## src/inc/hpcr_pkg.sv

```systemverilog
// package of the hub port configuration register slice
// assumes a byte-wide register port and active-high asynchronous reset
package hpcr_pkg;

  // ****************************************************************
  // register offsets
  // ****************************************************************
  localparam logic [7:0] ADDR_CHARGE   = 8'h06;
  localparam logic [7:0] ADDR_REMOVE   = 8'h07;
  localparam logic [7:0] ADDR_PORTUSE  = 8'h08;
  localparam logic [7:0] ADDR_PHY      = 8'h09;
  localparam logic [7:0] ADDR_SET2     = 8'h0A;

  // ****************************************************************
  // reset values and field layout
  // ****************************************************************
  localparam logic [7:0] RESET_ZERO    = 8'h00;
  localparam logic [7:0] PORTUSE_VALUE = 8'h00;
  localparam logic [7:0] PHY_RESET     = 8'h00;
  localparam logic [7:0] PHY_WR_MASK   = 8'h23;
  localparam logic [7:0] SET2_RESET    = 8'h00;
  localparam logic [7:0] SET2_WR_MASK  = 8'h7E;
  localparam logic [7:0] SET2_OTP_MASK = 8'h12;
  localparam int         OVR_BIT       = 7;
  localparam int         RMV_RSVD_HI   = 3;
  localparam int         RMV_RSVD_LO   = 2;
  localparam int         CUSTOM_BIT    = 6;
  localparam int         POL_BIT       = 5;
  localparam int         HICUR_BIT     = 4;
  localparam int         AUTO_BIT      = 1;

  // ****************************************************************
  // reset-release capture sequence
  // ****************************************************************
  typedef enum logic [1:0]
  {
    CAP_WAIT = 2'b00,
    CAP_LOAD = 2'b01,
    CAP_DONE = 2'b11
  } hpcr_cap_t;

endpackage

```

## src/inc/hpcr_strap_if.sv

```systemverilog
// interface carrying terminal levels caught at reset release
// assumes both ends run on sys_clk
`timescale 1ns/1ps
interface hpcr_strap_if #(parameter int NUM_PORTS = 2);
  logic                 load;
  logic [NUM_PORTS-1:0] chg;
  logic                 pol;
  modport src (output load, output chg, output pol);
  modport dst (input load, input chg, input pol);
endinterface

```

## src/rtl/hpcr_regs.sv

```systemverilog
// byte-wide port configuration registers at offsets 6h to Ah
// assumes the serial loader or bus slave presents one access per cycle
`timescale 1ns/1ps
// What this block does
// - Offset 6h bits 1:0 enable charging features on ports 1 and 2.
// - Those enable bits take the charge terminal levels at reset release.
// - In configuration mode the loader or bus host may overwrite them.
// - Reserved bits 7:2 at 6h, 6:2 at 7h, 7:6 and 4:2 at 9h read zero.
// - With the override bit 7 of 7h set, its port bits give removability.
// - Port bit n stands for port n+1, one meaning removable.
// - With override clear the port bits are fixed to the inverted fuse field.
// - Bits 3:2 at 7h take writes but always read zero.
// - Bits 7 and 0 at Ah are read-only zero.
module hpcr_regs #(parameter int NUM_PORTS = 2)
(
  // clock and reset
  input  wire logic                 sys_clk,
  input  wire logic                 rst,
  // terminals and fuses
  input  wire logic [NUM_PORTS-1:0] power_charge_pins,
  input  wire logic                 polarity_pin,
  input  wire logic [NUM_PORTS-1:0] fixed_attach,
  input  wire logic                 otp_high_current,
  input  wire logic                 otp_auto_mode_off,
  input  wire logic                 cfg_mode,
  // register port
  input  wire logic                 wr_en,
  input  wire logic                 rd_en,
  input  wire logic [7:0]           addr,
  input  wire logic [7:0]           wr_data,
  output logic      [7:0]           rd_data,
  output logic                      rd_valid,
  // configuration outputs
  output logic      [NUM_PORTS-1:0] charge_port_enable,
  output logic      [NUM_PORTS-1:0] port_removable,
  output logic                      removable_override,
  output logic      [7:0]           phy_tuning,
  output logic      [7:0]           settings2
);

  typedef struct packed
  {
    logic [NUM_PORTS-1:0] chg;
    logic                 ovr;
    logic [1:0]           rmv_rsvd;
    logic [NUM_PORTS-1:0] rmv;
    logic [NUM_PORTS-1:0] rmv_eff;
    logic [7:0]           phy;
    logic [7:0]           s2;
    logic [7:0]           s2_eff;
    logic [7:0]           rd_data;
    logic                 rd_valid;
  } hpcr_regs_t;

  hpcr_regs_t s_reg;
  hpcr_regs_t s_next;

  hpcr_strap_if #(.NUM_PORTS(NUM_PORTS)) strap ();

  hpcr_strap_capture #(.NUM_PORTS(NUM_PORTS)) u_cap
  (
    .sys_clk           (sys_clk),
    .rst               (rst),
    .power_charge_pins (power_charge_pins),
    .polarity_pin      (polarity_pin),
    .strap             (strap.src)
  );

  // ****************************************************************
  // next state
  // ****************************************************************
  logic [7:0]           otp_vec;
  logic [7:0]           s2_mask;
  logic [7:0]           rd_val;
  logic [NUM_PORTS-1:0] rmv_view;

  always_comb
  begin
    otp_vec            = hpcr_pkg::RESET_ZERO;
    otp_vec[hpcr_pkg::HICUR_BIT] = otp_high_current;
    otp_vec[hpcr_pkg::AUTO_BIT]  = otp_auto_mode_off;
    s2_mask            = hpcr_pkg::SET2_WR_MASK;
    rmv_view           = s_reg.ovr ? s_reg.rmv : ~fixed_attach;
    rd_val             = hpcr_pkg::RESET_ZERO;
    s_next             = s_reg;
    s_next.rd_valid    = 1'b0;
    if (strap.load)
    begin
      s_next.chg = strap.chg;
      s_next.s2[hpcr_pkg::POL_BIT] = ~strap.pol;
    end
    else if (wr_en)
    begin
      if (addr == hpcr_pkg::ADDR_CHARGE)
      begin
        if (cfg_mode)
          s_next.chg = wr_data[NUM_PORTS-1:0];
      end
      else if (addr == hpcr_pkg::ADDR_REMOVE)
      begin
        s_next.ovr = wr_data[hpcr_pkg::OVR_BIT];
        s_next.rmv_rsvd =
          wr_data[hpcr_pkg::RMV_RSVD_HI:hpcr_pkg::RMV_RSVD_LO];
        if (s_reg.ovr)
          s_next.rmv = wr_data[NUM_PORTS-1:0];
      end
      else if (addr == hpcr_pkg::ADDR_PHY)
      begin
        s_next.phy = wr_data & hpcr_pkg::PHY_WR_MASK;
      end
      else if (addr == hpcr_pkg::ADDR_SET2)
      begin
        if (!wr_data[hpcr_pkg::CUSTOM_BIT])
          s2_mask = s2_mask & ~hpcr_pkg::SET2_OTP_MASK;
        s_next.s2 = (s_reg.s2 & ~s2_mask) | (wr_data & s2_mask);
      end
    end
    s_next.rmv_eff = rmv_view;
    if (s_reg.s2[hpcr_pkg::CUSTOM_BIT])
      s_next.s2_eff = s_reg.s2;
    else
      s_next.s2_eff = (s_reg.s2 & ~hpcr_pkg::SET2_OTP_MASK) | otp_vec;
    if (addr == hpcr_pkg::ADDR_CHARGE)
      rd_val = 8'(s_reg.chg);
    else if (addr == hpcr_pkg::ADDR_REMOVE)
    begin
      rd_val = 8'(rmv_view);
      rd_val[hpcr_pkg::OVR_BIT] = s_reg.ovr;
    end
    else if (addr == hpcr_pkg::ADDR_PORTUSE)
      rd_val = hpcr_pkg::PORTUSE_VALUE;
    else if (addr == hpcr_pkg::ADDR_PHY)
      rd_val = s_reg.phy & hpcr_pkg::PHY_WR_MASK;
    else if (addr == hpcr_pkg::ADDR_SET2)
      rd_val = s_next.s2_eff & hpcr_pkg::SET2_WR_MASK;
    if (rd_en)
    begin
      s_next.rd_valid = 1'b1;
      s_next.rd_data  = rd_val;
    end
  end

  always_ff @(posedge sys_clk or posedge rst)
  begin
    if (rst)
    begin
      s_reg     <= '0;
      s_reg.phy <= hpcr_pkg::PHY_RESET;
      s_reg.s2  <= hpcr_pkg::SET2_RESET;
    end
    else
      s_reg <= s_next;
  end

  assign rd_data            = s_reg.rd_data;
  assign rd_valid           = s_reg.rd_valid;
  assign charge_port_enable = s_reg.chg;
  assign port_removable     = s_reg.rmv_eff;
  assign removable_override = s_reg.ovr;
  assign phy_tuning         = s_reg.phy;
  assign settings2          = s_reg.s2_eff;

  // ****************************************************************
  // checks
  // ****************************************************************
  chg_write_a: assert property (@(posedge sys_clk) disable iff (rst)
    wr_en && cfg_mode && !strap.load && addr == hpcr_pkg::ADDR_CHARGE
    |=> charge_port_enable == $past(wr_data[NUM_PORTS-1:0]))
    else $error("charge enable write lost");

  chg_hold_a: assert property (@(posedge sys_clk) disable iff (rst)
    !cfg_mode && !strap.load |=> $stable(charge_port_enable))
    else $error("charge enable changed outside config mode");

  strap_load_a: assert property (@(posedge sys_clk) disable iff (rst)
    strap.load |=> charge_port_enable == $past(strap.chg))
    else $error("charge default not taken from terminals");

  rsvd_zero_a: assert property (@(posedge sys_clk) disable iff (rst)
    rd_en && addr == hpcr_pkg::ADDR_PHY
    |=> rd_valid && rd_data[7:6] == 2'h0 && rd_data[4:2] == 3'h0)
    else $error("reserved phy bits not zero");

  chg_read_a: assert property (@(posedge sys_clk) disable iff (rst)
    rd_en && addr == hpcr_pkg::ADDR_CHARGE
    |=> rd_data[7:2] == 6'h00 && rd_data[1:0] == $past(s_reg.chg))
    else $error("charge register read wrong");

  ovr_read_a: assert property (@(posedge sys_clk) disable iff (rst)
    rd_en && s_reg.ovr && addr == hpcr_pkg::ADDR_REMOVE
    |=> rd_data[1:0] == $past(s_reg.rmv))
    else $error("override removable bits not reported");

  port_map_a: assert property (@(posedge sys_clk) disable iff (rst)
    s_reg.ovr && $stable(s_reg.rmv) |=> port_removable == $past(s_reg.rmv))
    else $error("removable output does not follow port bits");

  fuse_view_a: assert property (@(posedge sys_clk) disable iff (rst)
    rd_en && !s_reg.ovr && addr == hpcr_pkg::ADDR_REMOVE
    |=> rd_data[1:0] == ~$past(fixed_attach))
    else $error("removable bits not inverted fuse field");

  rmv_rsvd_a: assert property (@(posedge sys_clk) disable iff (rst)
    rd_en && addr == hpcr_pkg::ADDR_REMOVE |=> rd_data[6:2] == 5'h00)
    else $error("removable reserved bits not zero");

  set2_edge_a: assert property (@(posedge sys_clk) disable iff (rst)
    rd_en && addr == hpcr_pkg::ADDR_SET2
    |=> rd_data[7] == 1'b0 && rd_data[0] == 1'b0)
    else $error("settings2 read-only bits not zero");

  ro_write_a: assert property (@(posedge sys_clk) disable iff (rst)
    wr_en && !s_reg.ovr && addr == hpcr_pkg::ADDR_REMOVE
    |=> $stable(s_reg.rmv))
    else $error("read-only removable bits written");

endmodule

```

## src/rtl/hpcr_strap_capture.sv

```systemverilog
// catches terminal levels once, at the first edge after reset release
// assumes the terminal inputs are synchronous to sys_clk
`timescale 1ns/1ps
module hpcr_strap_capture #(parameter int NUM_PORTS = 2)
(
  // clock and reset
  input  wire logic                 sys_clk,
  input  wire logic                 rst,
  // terminals
  input  wire logic [NUM_PORTS-1:0] power_charge_pins,
  input  wire logic                 polarity_pin,
  // captured values
  hpcr_strap_if.src                 strap
);

  typedef struct packed
  {
    hpcr_pkg::hpcr_cap_t  st;
    logic                 load;
    logic [NUM_PORTS-1:0] chg;
    logic                 pol;
  } hpcr_cap_state_t;

  hpcr_cap_state_t s_reg;
  hpcr_cap_state_t s_next;

  always_comb
  begin
    s_next      = s_reg;
    s_next.load = 1'b0;
    case (s_reg.st)
      hpcr_pkg::CAP_WAIT:
      begin
        s_next.chg  = power_charge_pins;
        s_next.pol  = polarity_pin;
        s_next.load = 1'b1;
        s_next.st   = hpcr_pkg::CAP_LOAD;
      end
      hpcr_pkg::CAP_LOAD:
        s_next.st = hpcr_pkg::CAP_DONE;
      default:
        s_next.st = hpcr_pkg::CAP_DONE;
    endcase
  end

  always_ff @(posedge sys_clk or posedge rst)
  begin
    if (rst)
      s_reg <= '0;
    else
      s_reg <= s_next;
  end

  assign strap.load = s_reg.load;
  assign strap.chg  = s_reg.chg;
  assign strap.pol  = s_reg.pol;

  // ****************************************************************
  // checks
  // ****************************************************************
  cap_once_a: assert property (@(posedge sys_clk) disable iff (rst)
    s_reg.load |=> (!s_reg.load) [*3])
    else $error("terminal capture repeated");

endmodule

```

## config.mk

```make
export PLATFORM = sky130hd
export DESIGN_NAME = hpcr_regs
export DESIGN_NICKNAME = d
export VERILOG_FILES = /design/src/inc/hpcr_pkg.sv /design/src/inc/hpcr_strap_if.sv /design/src/rtl/hpcr_regs.sv /design/src/rtl/hpcr_strap_capture.sv
export SDC_FILE = /design/constraint.sdc
export NUM_CORES = 1
export LEC_CHECK = 0
export BUFFER_PORTS_ARGS = -buffer_cell sky130_fd_sc_hd__buf_2
export CORE_ASPECT_RATIO = 0.8
export CORE_UTILIZATION = 45
export CTS_CLUSTER_DIAMETER = 60
export DETAILED_ROUTE_END_ITERATION = 8
export GPL_TIMING_DRIVEN = 0
export PLACE_DENSITY_LB_ADDON = 0.12
export SETUP_SLACK_MARGIN = 0.05
export SYNTH_ARGS = -nofsm -noshare
export SYNTH_HDL_FRONTEND = slang
export SYNTH_SLANG_ARGS = --single-unit
```

## constraint.sdc

```tcl
create_clock -name sys_clk -period 2 [get_ports sys_clk]
set_input_delay 0.3 -clock sys_clk [delete_from_list [all_inputs] [get_ports sys_clk]]
set_output_delay 0.3 -clock sys_clk [all_outputs]
set_load 0.02 [all_outputs]
```

==> results by group, run 1 <==
Yosys
  – Avg Cell Area, Syn: 11.76 um2
  – Synthesized area: about 0.0018 mm2
  – Post-Synthesis Cells: 154
  – Synth Flop Type: dfrtp_1
  – Post-synth ARST share: 100.0%
  – Yosys top cell by area: dfrtp_1
  – Synth top area share: between 50% and 60%
  – Synth unique cells: 32
  – Yosys warning count: 0
  – #FFs+latches synth: 37
  – Post-synth EDFFs: 0
  – Synth top area cells: dfrtp_1, buf_4, mux2_2
  – Post-synthesis sequential area ratio: 51.14%

CTS
  – Cts repair resizes: 0
  – Largest buffer count on any clock path: 2
  – CTS tree: built
  – Total CTS buffers: 5
  – Worst-Skew Late Latency: ~0.29 ns
  – CTS hold repair buffers: 0
  – Htree depth: 2
  – # Post-CTS Setup Buffers: 0
  – Sink Count: 37
  – Clock Pin Slew Worst Setup and Hold Paths: ~0.08 ns
  – Root Driver: clkbuf_8

Setup path
  – Worst path slowest cell: dfrtp_1
  – Req. time, crit path: 2.18 ns
  – Startpoint types: register
  – Critical path, cell by cell: and2b_1 -> and4_1 -> mux2_2
  – Slowest stage delay, CP: 0.42 ns
  – Worst setup path class: register to register
  – Worst Path Arrival: between 1.5 and 2 ns
  – Max FO, Critical Path: 5
  – Worst setup EP type: register

GRT
  – GRT overflow: 0
  – Initial antenna violation count: 0
  – Vias in the first global route: roughly 1200
  – Total GRT Usage: 18.47%
  – Pin count of the biggest net entering global routing: 38
  – First-pass GRT wire length: 5727 um

Cells and area
  – Max reg flops: 8
  – # diodes: 0
  – Fillers: 362
  – Non-filler instance count after layout: 272
  – Share of layout cells above drive strength 1: 53.00%
  – Area Growth Syn to Fin: 25.22%
  – Nets: 244

Floorplanning
  – Die width: 72.92 um
  – IO Count: between 50 and 60
  – Die Y: 58.74 um
  – Core area: 0.003829 mm2
  – Initial Utilization: 47.29%
  – DIE AREA: roughly 0.0043 mm2
  – Rows: 20

Worst hold path
  – Class of the worst hold path: input pin to register

Power
  – Sw Pwr: about 0.00041 W
  – Leakage: 1.187 nW
  – Power Total: 0.001707 W
  – Pwr per Cell Area: between 700 and 800 mW/mm2
  – Flop pwr share: 47.3%
  – Sw Share: approximately 24%
  – Maximum VDD drop: approximately 0.43 mV
  – Gate power share: 12.8%
  – Clock share of power: 39.9%
  – Power Internal: 0.001293 W

Place
  – Post-DP HPWL: 2686 um
  – Port buffer count: 49
  – Placed cell count: 264
  – Placer Congestion: 0.7508

Drt
  – Drt drc: 0
  – Routed len/inst: 12.78 um
  – WL final: 3475 um
  – Via density: 4.625
  – Vias: 1258
  – Routed Antenna Nets: 0
  – Starting DRT DRC Count: 79
  – Drt first pass iters: 4

Flow run
  – Max cap viols: 0

STA
  – Worst-Margin Slew: 0.7694 ns
  – Slew margin rel.: 48.63%
  – Minimum clock period: 1.533 ns
  – Final setup fails: 0
  – RSZ-0062 raised after global routing: no
  – Period utilisation layout: 76.65%
  – Setup TNS Final: 0 ns
  – Max frequency: 652.3 MHz
  – Clk_skew: 0.008198 ns
  – Fin. max-slew vios: 0
  – Final Hold Viols: 0

Status
  – Outcome: finished, final reports clean
## power groups by stage
stage               logic [W]  registers, W  clock network, W
finish               0.000219      0.000807          0.000680
global route         0.000239      0.000813          0.000732
CTS                  0.000222      0.000808          0.000694
detailed placement   0.000222      0.000823                 0
global placement     0.000215      0.000820                 0
floorplan            0.000150      0.000815                 0
## synth_stat cells, types with 2 or more instances
cell      number
dfrtp_1       37
buf_4         29
mux2_2        17
inv_1         12
nand2_1        9
o22ai_1        6
nor2_1         4
o21ai_0        4
mux2i_1        3
nand4_1        3
nor2b_1        3
and2_1         2
and3_1         2
buf_6          2
clkbuf_1       2
conb_1         2
mux2_4         2
## routing by layer
layer,vias to the layer above,GRT usage [%],wire length (um)
li1,611,-,-
met3,5,5.137,215
met2,44,28.70,1630
met1,598,23.92,1571
met5,-,0,0
met4,0,9.244,57
## cell type report
| type | count | area, um2 | area share (%) |
|---|---|---|---|
| sequential | 37 | 925.9 | 40.84 |
| multi-input combinational | 78 | 614.3 | 27.10 |
| tap | 55 | 68.82 | 3.035 |
| clock buffer | 6 | 82.58 | 3.642 |
| clock inverter | 2 | 37.54 | 1.656 |
| timing repair buffer | 49 | 245.2 | 10.82 |
| buffer | 33 | 247.7 | 10.93 |
| inverter | 12 | 45.04 | 1.987 |
## per-stage QoR
step                util, %  setup slack (ns)  hold slack [ns]  cell area [um2]
global placement      56.08            0.2116           0.3843             2147
global route          59.22            0.3940           0.1175             2267
finish                59.22            0.4669           0.1241             2267
floorplan                 -            0.4472           0.3314             1833
CTS                   59.22            0.4466           0.1170             2267
detailed placement    56.08            0.1737           0.3873             2147
## kinds of logic after synthesis
family | after synthesis | synth area share [%]
compound gates | 17 | 6.359
buf+inv | 45 | 16.17
flops | 37 | 51.14
mux | 22 | 13.89
other cells | 2 | 0.4148
simple gates | 31 | 12.02
## critical path: cells and delay by family, from the launching register on
kind          cells  cell delay [ns]
flops             1             0.42
simple gates      2             0.66
mux               1             0.34
## placed cells by master (no fill, tap or decap), types with 2 or more instances in the layout
cell,netlist,layout
o22ai_1,6,6
inv_1,12,11
mux2_2,17,17
nand2_1,9,9
nor2b_1,3,3
conb_1,2,8
mux2i_1,3,3
clkbuf_8,0,6
buf_6,2,2
clkbuf_1,2,2
buf_4,29,29
and2_1,2,2
nand4_1,3,3
dfrtp_1,37,37
mux2_4,2,2
o21ai_0,4,4
nor2_1,4,4
and3_1,2,2
buf_2,0,49
## final timing paths
kind	start	endpoint	slack, ns	cells after the start
max	u_cap.strap.load	s_reg[36]	0.47	3
min	rd_en	rd_valid	0.12	1
max reg2reg	u_cap.strap.load	s_reg[36]	0.47	3
min reg2reg	s_reg[20]	settings2[3]	0.41	0
max in group asynchronous	rst	charge_port_enable[0]	1.37	2
min in group asynchronous	rst	s_reg[23]	0.14	2
Note: power is estimated with default switching activity, not from simulation.
==> run 2, diff against run 1 <==
--- a/config.mk
+++ b/config.mk
@@ -5,6 +5,7 @@
 export SDC_FILE = /design/constraint.sdc
 export NUM_CORES = 1
 export LEC_CHECK = 0
+export ABC_AREA = 1
 export BUFFER_PORTS_ARGS = -buffer_cell sky130_fd_sc_hd__buf_2
 export CORE_ASPECT_RATIO = 0.8
 export CORE_UTILIZATION = 45
==> constraint.sdc (replaced) <==
create_clock -name sys_clk -period 1.4 [get_ports sys_clk]
set_input_delay 0.21 -clock sys_clk [delete_from_list [all_inputs] [get_ports sys_clk]]
set_output_delay 0.21 -clock sys_clk [all_outputs]
set_load 0.02 [all_outputs]
==> results by group, run 2 <==
Yosys
  – Yosys top cell by area: dfrtp_1
  – Post-synth EDFFs: 0
  – Most frequent cells after synthesis: nand2_1, dfrtp_1, buf_4
  – Synthesized area: 0.001846 mm2
  – #FFs+latches synth: 37
  – Synth top area cells: dfrtp_1, nand2_1, buf_4
  – Post-synth ARST share: between 90% and 100%
  – Post-synthesis sequential area ratio: 50.17%
  – Synth unique cells: 22
  – Avg Cell Area, Syn: 8.584 um2
  – Synth top area share: 50.17%
  – Yosys warning count: 0
  – Post-Synthesis Cells: 215
  – Most frequent cell after synthesis: nand2_1
  – Synth Flop Type: dfrtp_1

Cells and area
  – Area Growth Syn to Fin: 23.19%
  – Most common cell after layout, fill and taps aside: nand2_1
  – Share of layout cells above drive strength 1: 37.77%
  – Most frequent cells in the layout: nand2_1, buf_2, dfrtp_1, buf_4, inv_1
  – Nets: 306
  – # diodes: 0
  – Post-route cell area: 0.002273 mm2
  – Max reg flops: 8
  – Non-filler instance count after layout: around 330

Drt
  – Drt drc: 0
  – Starting DRT DRC Count: 40
  – Routed len/inst: roughly 10 um
  – WL final: around 3400 um
  – Via density: 4.300
  – Drt first pass iters: 4
  – Routed Antenna Nets: 0
  – Vias: 1432

Place
  – Placed cell count: approximately 330
  – Placer Congestion: ~0.84
  – Port buffer count: 50
  – Post-DP HPWL: ~2600 um
  – Post-DP Area: 0.002187 mm2
  – Dpl ws: approximately 0.13 ns

Setup path
  – Worst setup path class: register to register
  – Req. time, crit path: 1.57 ns
  – Worst Reg-to-Reg Cells: 6
  – Worst path slowest cell: dfrtp_1
  – CP most frequent cell: nand2_2
  – CP Launch Point: u_cap.strap.load
  – Worst setup EP type: register
  – Slowest stage delay, CP: 0.41 ns
  – Worst Path Arrival: 1.38 ns
  – Critical path, cell by cell: inv_2 -> nand2_2 -> nor2_8 -> nand2_2 -> nand2_1 -> o21ai_2
  – RR Startpoint: u_cap.strap.load
  – Max FO, Critical Path: 8
  – Startpoint types: register
  – Reg2Reg Setup Slack: 0.19 ns

CTS
  – Largest buffer count on any clock path: 2
  – # Post-CTS Setup Buffers: 0
  – Sink Count: 37
  – Worst-Skew Late Latency: roughly 0.28 ns
  – Total CTS buffers: 5
  – Htree depth: 2
  – Clock Pin Slew Worst Setup and Hold Paths: approximately 0.06 ns
  – Root Driver: clkbuf_8
  – CTS tree: built

STA
  – Worst-Margin Slew: 0.7517 ns
  – Final Hold Viols: 0
  – Clk_skew: 0.005327 ns
  – Fin. max-slew vios: 0
  – Slew margin rel.: 49.81%
  – Final Worst Setup Slack: 0.1890 ns
  – Minimum clock period: 1.211 ns
  – Period utilisation layout: between 80% and 90%
  – Setup TNS Final: 0 ns
  – Max frequency: 825.8 MHz
  – Final setup fails: 0
  – RSZ-0062 raised after global routing: no

Status
  – Outcome: finished, final reports clean

Flow run
  – Max cap viols: 0

Power
  – Maximum VDD drop: 0.5419 mV
  – Leakage: ~1.3 nW
  – Power Total: 0.002207 W
  – Pwr per Cell Area: 971.0 mW/mm2

Floorplanning
  – Die Y: between 50 and 60 um
  – IO Count: 58
  – DIE AREA: 0.004363 mm2
  – Rows: 20
  – Initial Utilization: a little under half
  – Die width: approximately 74 um
  – Core area: 0.003854 mm2

GRT
  – Grt met3 use: 5.102%
  – Grt met2 use: 25.29%
  – Met1 usage: a little under a quarter
  – GRT busiest layer: met2
  – Vias in the first global route: 1230
  – First-pass GRT wire length: between 5000 and 6000 um
  – Initial antenna violation count: 0
  – Total GRT Usage: 17.06%
  – Pin count of the biggest net entering global routing: 38
  – GRT overflow: 0

Worst hold path
  – Class of the worst hold path: input pin to asynchronous set/reset pin
[run 2: changes by cell type in the layout (fill, tap and decap cells not counted), moves of 4 or more]
cell	change
nand3_1	+14
nand2_1	+48
mux2_2	-17
inv_2	+5
nor2_1	+4
nand2_2	+4
o21ai_0	+5
inv_1	+11
o21ai_1	+9
[run 2: worst max-delay path: cells and delay by family, from the launching register on]
kind	cells	cell delay, ns
AOI/OAI and AO/OA	1	0.05
DFF	1	0.41
buffers and inverters	1	0.13
and+or+nand+nor	4	0.52
[run 2: stage by stage]
stage | hold slack [ns] | utilization, %
2_1_floorplan | 0.2414 | -
3_3_place_gp | 0.3578 | 56.75
3_5_place_dp | 0.3656 | 56.75
4_1_cts | 0.08471 | 58.99
5_1_grt | 0.1301 | 58.99
6_report | 0.06051 | 58.99
[run 2: cell type report]
type | instances | area [um2]
fillers | 370 | 1580
flip-flops and latches | 37 | 925.9
multi-input cells | 128 | 626.9
repair buffers | 50 | 250.2
plain buffers | 28 | 210.2
inverters | 28 | 105.1
clock buffers | 7 | 86.33
well taps | 55 | 68.82
[run 2: what timing repair did]
| action | in CTS | in global routing |
|---|---|---|
| endpoints found under the setup margin | 0 | 2 |
| gates resized for setup | 0 | 1 |
| hold buffers | 0 | 0 |
[run 2: power breakdown]
part / internal [W] / switching [W]
combinational: 0.000134 / 0.000190
sequential: 0.00113 / 0.0000313
clock: 0.000390 / 0.000335
[run 2: cells by family after synthesis]
kind of cell,share of synthesized area [%]
AND/OR/NAND/NOR,25.56
AO/OA/AOI/OAI,6.780
other,0.4069
flip-flops,50.17
buffers and inverters,17.08
[run 2: worst min-delay path by stage]
stage / start / to / slack [ns] / cells past startpoint
after global routing: rst / u_cap.strap.pol / 0.13 / 2
final: rst / u_cap.strap.chg[1] / 0.06 / 2
after global placement: s_reg[19] / settings2[2] / 0.36 / 0
after detailed placement: s_reg[20] / settings2[3] / 0.37 / 0
after CTS: rst / charge_port_enable[0] / 0.08 / 2
after floorplan: rd_en / rd_valid / 0.24 / 0
[run 2: per-layer routing]
layer / up-vias / part of all wire, %
li1: 762 / -
met1: 624 / 51
met2: 42 / 42
met3: 4 / 6.1
met4: 0 / 0.81
met5: - / 0
